`src/rtl/fcc_pkg.sv`:
```
// package for the fuse check control block
package fcc_pkg;

  // ***********************
  // fuse check states
  // ***********************
  typedef enum logic [1:0] {
    FCC_ARMED  = 2'b00,
    FCC_ACTIVE = 2'b01,
    FCC_DONE   = 2'b10
  } fcc_state_type;

  // ***********************
  // field layout and reset values
  // ***********************
  localparam int unsigned FCC_EDGE_W     = 2;
  localparam logic [1:0]  FCC_RISE_LIMIT = 2'h2;
  localparam logic [1:0]  FCC_RISE_RESET = 2'h0;
  localparam logic        FCC_TMS_IDLE   = 1'h1;

  // shared pin mux controls
  typedef struct packed {
    logic dir;
    logic sel;
    logic sel2;
  } fcc_pinsel_type;

  // debug access status to the core
  typedef struct packed {
    logic jtag_ok;
    logic two_wire_ok;
    logic emu_ok;
    logic bypass;
  } fcc_access_type;

endpackage

```
`src/rtl/fcc_edge_det.sv`:
```
// tms edge detector
`timescale 1ns/100ps
`default_nettype none
module fcc_edge_det
  import fcc_pkg::*;
(
  // clock and reset
  input  wire logic clk_i,
  input  wire logic rst_i,
  // pin
  input  wire logic tms_i,
  // edges
  output logic      rise_o,
  output logic      fall_o
);

  logic tms_q;

  // idle level is high so a pin held low at power up reads as a fall
  always_ff @(posedge clk_i) begin
    if (rst_i) begin
      tms_q <= FCC_TMS_IDLE;
    end else begin
      tms_q <= tms_i;
    end
  end

  assign rise_o = tms_i & ~tms_q;
  assign fall_o = ~tms_i & tms_q;

endmodule
`default_nettype wire

```
`src/rtl/fcc_fuse_check.sv`:
```
// fuse check control, debug select and fuse lockout
//
// Operation
// fuse check on first port access after reset
// enter on first tms fall or low
// leave on second tms rise
// stay inactive until next power reset
// power reset rearms the activation logic
// sense current only active and tms low
// test terminal low ends check mode
// host keeps tms high when idle
// blown fuse protects code and ram
// internal four-wire select overrides shared pin
// blown fuse refuses debug, forces bypass
// state and counter cleared by power reset
`timescale 1ns/100ps
`default_nettype none
module fcc_fuse_check
  import fcc_pkg::*;
(
  // clock and power-on reset
  input  wire logic           clk_i,
  input  wire logic           rst_i,
  // debug pins
  input  wire logic           tms_i,
  input  wire logic           test_i,
  input  wire logic           tdi_i,
  input  wire logic           debug_pulse_clock_i,
  input  wire logic           debug_pulse_sel_i,
  // fuse and four-wire select
  input  wire logic           fuse_blown_i,
  input  wire logic           four_wire_sel_i,
  // shared pin port function
  input  wire logic           port_out_i,
  input  wire fcc_pinsel_type port_sel_i,
  // outputs
  output logic                fuse_sense_current_o,
  output logic                check_active_o,
  output logic                shared_pin_o,
  output logic                shared_pin_oe_o,
  output var fcc_access_type  access_o
);

  fcc_state_type            state;
  fcc_state_type            next_state;
  logic [FCC_EDGE_W-1:0]    rise_cnt;
  logic [FCC_EDGE_W-1:0]    next_rise_cnt;
  logic                     tms_rise;
  logic                     tms_fall;
  logic                     second_rise;
  logic                     next_sense;
  logic                     next_pin;
  logic                     next_pin_oe;
  fcc_access_type           next_access;

  fcc_edge_det u_edge (
    .clk_i  (clk_i),
    .rst_i  (rst_i),
    .tms_i  (tms_i),
    .rise_o (tms_rise),
    .fall_o (tms_fall)
  );

  // ***********************
  // activation state
  // ***********************
  // counting tms rises
  assign second_rise   = tms_rise && (rise_cnt == FCC_RISE_LIMIT - 2'h1);
  assign next_rise_cnt = (tms_rise && rise_cnt != FCC_RISE_LIMIT) ?
                         rise_cnt + 2'h1 : rise_cnt;

  always_comb begin
    next_state = state;
    case (state)
      // R2: first fall enters check
      FCC_ARMED: begin
        if (second_rise) begin
          next_state = FCC_DONE;
        end else if (tms_fall) begin
          next_state = FCC_ACTIVE;
        end
      end
      // R7: exit by rise or test low
      FCC_ACTIVE: begin
        if (second_rise || !test_i) begin
          next_state = FCC_DONE;
        end
      end
      // sticky until reset
      FCC_DONE: next_state = FCC_DONE;
      default:  next_state = FCC_DONE;
    endcase
  end

  // R12: reset rearms; sync reset here since one clock domain
  always_ff @(posedge clk_i) begin
    if (rst_i) begin
      state    <= FCC_ARMED;
      rise_cnt <= FCC_RISE_RESET;
    end else begin
      state    <= next_state;
      rise_cnt <= next_rise_cnt;
    end
  end

  // ***********************
  // sense current and pin mux
  // ***********************
  // R8: current only while active and tms low
  assign next_sense = (next_state == FCC_ACTIVE) && !tms_i;

  // four-wire select owns the shared pin
  assign next_pin    = four_wire_sel_i ?
                       (debug_pulse_sel_i ? debug_pulse_clock_i : tdi_i) : port_out_i;
  assign next_pin_oe = four_wire_sel_i ? 1'b0 : (port_sel_i.dir & ~port_sel_i.sel);

  // R11: blown fuse shuts every debug path
  assign next_access.jtag_ok     = !fuse_blown_i;
  assign next_access.two_wire_ok = !fuse_blown_i;
  assign next_access.emu_ok      = !fuse_blown_i;
  assign next_access.bypass      = fuse_blown_i;

  // outputs registered; tdi and pulse clock are inputs to the core, so the pad stays undriven
  always_ff @(posedge clk_i) begin
    if (rst_i) begin
      fuse_sense_current_o <= 1'b0;
      check_active_o       <= 1'b0;
      shared_pin_o         <= 1'b0;
      shared_pin_oe_o      <= 1'b0;
      access_o             <= '{jtag_ok: 1'b0, two_wire_ok: 1'b0, emu_ok: 1'b0, bypass: 1'b1};
    end else begin
      fuse_sense_current_o <= next_sense;
      check_active_o       <= (next_state == FCC_ACTIVE);
      shared_pin_o         <= next_pin;
      shared_pin_oe_o      <= next_pin_oe;
      access_o             <= next_access;
    end
  end

  // ***********************
  // assertions
  // ***********************
  property p_sense_needs_low;
    @(posedge clk_i) disable iff (rst_i)
      fuse_sense_current_o |-> check_active_o && !$past(tms_i);
  endproperty
  a_sense_needs_low: assert property (p_sense_needs_low)
    else $error("sense current without active low tms");

  property p_fall_enters;
    @(posedge clk_i) disable iff (rst_i)
      (state == FCC_ARMED && tms_fall && !second_rise) |=> check_active_o;
  endproperty
  a_fall_enters: assert property (p_fall_enters)
    else $error("tms fall did not enter check mode");

  property p_second_rise_exits;
    @(posedge clk_i) disable iff (rst_i)
      (tms_rise && rise_cnt == 2'h1) |=> (state == FCC_DONE) && !check_active_o;
  endproperty
  a_second_rise_exits: assert property (p_second_rise_exits)
    else $error("second tms rise did not exit");

  property p_done_sticky;
    @(posedge clk_i) disable iff (rst_i)
      (state == FCC_DONE) |=> (state == FCC_DONE) && !fuse_sense_current_o;
  endproperty
  a_done_sticky: assert property (p_done_sticky)
    else $error("check mode left done state");

  property p_reset_rearms;
    @(posedge clk_i) $fell(rst_i) |-> (state == FCC_ARMED) && rise_cnt == 2'h0;
  endproperty
  a_reset_rearms: assert property (p_reset_rearms)
    else $error("reset did not rearm");

  property p_test_low_ends;
    @(posedge clk_i) disable iff (rst_i)
      (state == FCC_ACTIVE && !test_i) |=> !check_active_o ##1 !fuse_sense_current_o;
  endproperty
  a_test_low_ends: assert property (p_test_low_ends)
    else $error("test low did not end check mode");

  property p_fuse_locks;
    @(posedge clk_i) disable iff (rst_i)
      fuse_blown_i |=> access_o.bypass && !access_o.jtag_ok && !access_o.two_wire_ok
                       && !access_o.emu_ok;
  endproperty
  a_fuse_locks: assert property (p_fuse_locks)
    else $error("blown fuse still allows debug access");

  property p_four_wire_pin;
    @(posedge clk_i) disable iff (rst_i)
      (four_wire_sel_i && !debug_pulse_sel_i) |=> shared_pin_o == $past(tdi_i)
                                               && !shared_pin_oe_o;
  endproperty
  a_four_wire_pin: assert property (p_four_wire_pin)
    else $error("shared pin not carrying tdi");

  property p_first_access;
    @(posedge clk_i) disable iff (rst_i)
      $rose(check_active_o) |-> $past(state) == FCC_ARMED;
  endproperty
  a_first_access: assert property (p_first_access)
    else $error("check mode entered outside first access");

  property p_protect;
    @(posedge clk_i) disable iff (rst_i)
      fuse_blown_i [*2] |-> !access_o.jtag_ok;
  endproperty
  a_protect: assert property (p_protect)
    else $error("protection lost with blown fuse");

  property p_zero_count;
    @(posedge clk_i) disable iff (rst_i)
      (state == FCC_ARMED) |-> rise_cnt <= 2'h1;
  endproperty
  a_zero_count: assert property (p_zero_count)
    else $error("edge counter out of step");

  c_enter:  cover property (@(posedge clk_i) disable iff (rst_i) $rose(check_active_o));
  c_sense:  cover property (@(posedge clk_i) disable iff (rst_i) fuse_sense_current_o);
  c_exit:   cover property (@(posedge clk_i) disable iff (rst_i) $fell(check_active_o));
  c_locked: cover property (@(posedge clk_i) disable iff (rst_i) access_o.bypass);

endmodule
`default_nettype wire

```
`config.mk`:
```
export PLATFORM = sky130hd
export DESIGN_NAME = fcc_fuse_check
export DESIGN_NICKNAME = d
export VERILOG_FILES = /design/src/rtl/fcc_pkg.sv /design/src/rtl/fcc_edge_det.sv /design/src/rtl/fcc_fuse_check.sv
export SDC_FILE = /design/constraint.sdc
export NUM_CORES = 1
export LEC_CHECK = 0
export BUFFER_PORTS_ARGS = -buffer_cell sky130_fd_sc_hd__buf_2
export CORE_AREA = 10 10 47 49
export CTS_CLUSTER_DIAMETER = 200
export CTS_CLUSTER_SIZE = 25
export DETAILED_ROUTE_END_ITERATION = 10
export DIE_AREA = 0 0 57 59
export PLACE_DENSITY_LB_ADDON = 0.08
export SLEW_MARGIN = 5
export SYNTH_ARGS = -nofsm -noshare
export SYNTH_HDL_FRONTEND = slang
export SYNTH_HIERARCHICAL = 1
export SYNTH_SLANG_ARGS = --single-unit
```
`constraint.sdc`:
```
create_clock -name clk_i -period 1 [get_ports clk_i]
set_input_delay 0.15 -clock clk_i [delete_from_list [all_inputs] [get_ports clk_i]]
set_output_delay 0.15 -clock clk_i [all_outputs]
set_load 0.02 [all_outputs]
```
; Yosys cells after proc, flatten, opt, wreduce, memory -nomap -nowiden
; Index checks and enable logic that the tools add are counted.
[word_totals]
input_bits = 13
reg_bits = 11
wordCells = 35
output_inout_bits = 8
[op_classes]
bitwise_logic = 6
mux = 6
eq_ne = 4
addsub = 1
n_reduce_logical = 9
[op_table]
columns = op, n
row1 = "2-bit by 1-bit equality test with 1-bit output, second input constant", 3
row2 = 2-bit 2-to-1 mux, 3
row3 = 2-bit one-hot mux with 2 select lines, 1
row4 = 1-bit bitwise AND, 3
row5 = 1-bit logical AND, 3
row6 = 1-bit zero test, 3
row7 = 1-bit inverter, 3
row8 = "2-bit by 1-bit adder with 2-bit output, second input constant", 1
row9 = 2-bit zero test, 1
row10 = 1-bit 2-to-1 mux, 2
row11 = "2-bit inequality test, second input constant", 1
row12 = 2-bit OR reduction, 1
row13 = 1-bit logical OR, 1

; Depth between registers and ports, before layout
[logic_depth]
ltp_word = 8
mapped_depth = 5
ltp_nobuf = 5

; By module
; The synthesis kept the hierarchy.
[by_module_without_submodules]
columns = mod, area_each_um2, seq_area_each_um2, cells_each, n_inst
row1 = fcc_fuse_check, 380.4, 200.2, 35, 1
row2 = fcc_edge_det, 40.0, 20.0, 4, 1

; Least setup slack after synthesis
; Ideal clock, no wire load.
[synth_timing]
kind = register to register
startpoint = register rise_cnt[0]
endpoint = register rise_cnt[1]
slack_ps = -83
required_ps = 914
arrival_ps = 998
setup_time_ps = 86
path_buffers = 0
period_less_slack_ps = 1083
stages_incl_launch_ff = 6
cell_sequence = dfxtp_1 -> inv_1 -> ha_1 -> and2b_1 -> nor2_1 -> a211oi_1
[synth_between]
elab_chain_len = 2
elab_cells_between_ends = 3
classes_between = add/sub: 1 / eq/ne: 1 / reduce/logical: 1
[synth_rtl]
columns = element, line
row1 = start: declaration, fcc_fuse_check.sv:46  ; logic [FCC_EDGE_W-1:0] rise_cnt;
row2 = start signal: assignment, fcc_fuse_check.sv:102  ; rise_cnt <= next_rise_cnt;
row3 = "parallel branches: the longest is 2 deep, another holds 2-bit by 1-bit adder with 2-bit output", n/a
; Several ways; the timed one is not identified.
; A chain may end at the register's enable or synchronous reset.

; Worst setup path after layout
[layout_timing]
startpoint = register rise_cnt[0]
endpoint = register rise_cnt[0]
; Same word-level chain as after synthesis.

==> out/results.tsv <==
metric	value	unit
outcome	finished, violations left	
violations	setup timing	
clkSinkCount	11	
postLayoutSetupSlackWorst	-0.07408	ns
syn-cell-area	420.4	um^2
start_util	0.3000	
timing.critical_path.fanout_max	3	
iteration_0_drc_count_of_the_detailed_router	3	
yosysWarningCount	6	
die_h	59	um
min_period_over_period	1.074	
synth.ff_latch_count	11	
syn_area_per_cell	10.78	um^2
tritoncts	done	
syn2layout_area_growth	39.58	%
placement.setup.worst_slack	-0.08631	ns
routed_vias	320	
htree_num_levels	1	
grt_pass1_vias	349	
critPathKind	reg2reg	
synth.lib_cells_used.distinct	19	
fin_worst_skew	0.001481	ns
area_of_the_die	0.003363	mm^2
maxClockFrequency	931.0	MHz
area_occupied_by_multi_input_gates	201.4	um^2
timing_max_transition_violations_final	0	
syn_inst	39	
worst_ep_arrival_time	1.23	ns
hold_path.class	in2reg	
final-hold-violation-count	0	
die_x	57	um
cts_max_path_buffers	2	
post_drt_via_cell_ratio	4.211	
antenna_found_initial	0	
rsz0062_at_grt	true	
placement.cell_area	531.8	um^2
clockRootBuffer	sky130_fd_sc_hd__clkbuf_4	
drt_pre_antenna_iters	2	
postLayoutCoreUtil	0.4188	
place_hpwl	677.6	um
cts.clk_slew.worst_paths	0.07	ns
tightest_slew	0.2283	ns
slew-limit-headroom	0.8435	
core_area	0.001401	mm^2
num_antenna_cells	0	
final.min_clock_period	1.074	ns
top_level_ports	21	
route.final.wire_length	846	um
route.detailed.drc	0	
routed_wire_length_per_instance	11.13	um
instances_no_fill	76	
cts_inserted_buffers	3	
cts_hold_repair.buffers	0	
cellLeakagePower	0.0002672	uW
fillCellCount	149	
area_taken_by_flip_flops_and_latches	225.2	um^2
postRouteAntennaNets	0	
finalNetCount	76	
syn_nets	54	
worst_skew_pair.late_latency	0.26	ns
routability_congestion_estimate_from_global_placement	0.6485	
crit_path_start_kind	flop	
maxCapViolations	0	
maximum_number_of_pins_on_one_net_before_global_route_repair	10	
grt_util_all_layers	0.05423	
overflow	0	
finalSetupTns	-0.1960	ns
worst_ep_required_time	1.15	ns
setup_violations	3	
p_per_area	1540	mW/mm^2
first_pass_grt_wire_length	1435	um
post_route_cells_drive_above_1_share	0.5833	
port_buffers	19	
std_cell_rows	14	
endpoint_kind	flop	
dp_cells	72	
ir_drop	0.5757	mV
synth_sequential_area_ratio	0.5238	
fin_area	586.8	um^2
[placed cells by master, fill, tap and decap left out, drive strengths merged]
master and count:
a211oi 2, a21oi 2, and2b 2, buf 20, clkbuf 4, dfxtp 11
ha 2, inv 3, mux2i 2, nor2 3, nor2b 2, nor3b 2
nor4b 1, or2 2, or2b 1, xnor2 1
[worst paths after layout]
kind | slack, ns | cells after the start | to | startpoint
worst max-delay path | -0.07 | 5 | rise_cnt[0] | rise_cnt[0]
worst max register to register | -0.07 | 5 | rise_cnt[0] | rise_cnt[0]
worst min-delay path | 0.05 | 2 | shared_pin_oe_o | port_sel_i[1]
worst min register to register | 0.54 | 2 | state[1] | state[1]
[sequential cells by signal, indices dropped and copies added, names as in the netlist]
signal                cells
access_o                  2
rise_cnt                  2
state                     2
check_active_o            1
fuse_sense_current_o      1
shared_pin_o              1
shared_pin_oe_o           1
u_edge/tms_q              1
[cell families (layout without fill, tap and decap cells)]
logic type,count (synthesis),after routing,synth area share
simple gates,13,13,0.2083
flops,11,11,0.5238
buf+inv,6,27,0.07141
compound gates,4,4,0.06843
fa+ha+maj,2,2,0.05951
mux,2,2,0.04762
xor+xnor,1,1,0.02084
[critical path: stages (launching register included)]
cell and delay, ns:
sky130_fd_sc_hd__dfxtp_4 0.36, sky130_fd_sc_hd__inv_2 0.05, sky130_fd_sc_hd__ha_2 0.14, sky130_fd_sc_hd__and2b_2 0.23, sky130_fd_sc_hd__xnor2_1 0.14, sky130_fd_sc_hd__nor2_1 0.05
[what timing repair did]
| item | 4_1_cts | 5_1_grt |
|---|---|---|
| pin swaps | 2 | 0 |
| gates resized for setup | 2 | 4 |
| buffers inserted | 0 | 0 |
| endpoints found under the setup margin | 3 | 5 |
[power by group]
group	internal, uW	total (uW)	switching (uW)
clock	154	291	137
sequential	464	478	13.8
combinational	66.6	135	68.7
total	685	904	219
[Yosys cell counts]
| cell type | number | area [um^2] |
|---|---|---|
| sky130_fd_sc_hd__dfxtp_1 | 11 | 220.2 |
| sky130_fd_sc_hd__inv_1 | 3 | 11.26 |
| sky130_fd_sc_hd__nor2_1 | 3 | 11.26 |
| sky130_fd_sc_hd__a211oi_1 | 2 | 15.01 |
| sky130_fd_sc_hd__and2b_1 | 2 | 15.01 |
| sky130_fd_sc_hd__buf_4 | 2 | 15.01 |
| sky130_fd_sc_hd__ha_1 | 2 | 25.02 |
| sky130_fd_sc_hd__mux2i_1 | 2 | 20.02 |
| sky130_fd_sc_hd__nor2b_1 | 2 | 12.51 |
| sky130_fd_sc_hd__a21oi_1 | 1 | 5.000 |
| sky130_fd_sc_hd__a21oi_2 | 1 | 8.760 |
| sky130_fd_sc_hd__clkbuf_1 | 1 | 3.750 |
| sky130_fd_sc_hd__nor3b_1 | 1 | 7.510 |
| sky130_fd_sc_hd__nor3b_2 | 1 | 12.51 |
| sky130_fd_sc_hd__nor4b_1 | 1 | 8.760 |
| sky130_fd_sc_hd__or2_1 | 1 | 6.260 |
| sky130_fd_sc_hd__or2_2 | 1 | 6.260 |
| sky130_fd_sc_hd__or2b_1 | 1 | 7.510 |
| sky130_fd_sc_hd__xnor2_1 | 1 | 8.760 |
[cell type report]
class,instances,area share
Sequential cell,11,0.3838
Multi-Input combinational cell,22,0.3433
Timing Repair Buffer,20,0.1748
Clock buffer,4,0.04478
Tap cell,16,0.03412
Inverter,3,0.01919
[routing by layer]
layer / up-vias / GRT usage / wire (um)
li1: 165 / - / -
met1: 142 / 0.06363 / 411
met2: 13 / 0.06977 / 372
met3: 0 / 0.03219 / 62
met4: 0 / 0.04027 / 0
met5: - / 0 / 0
[stage by stage]
step	hold slack (ns)	total power, uW
global placement	0.3198	614.0
detailed placement	0.3220	614.8
global route	0.03978	976.6
finish	0.05070	903.8
CTS	0.03778	922.7
floorplan	0.2216	567.9
(Power assumes the default switching activity.)
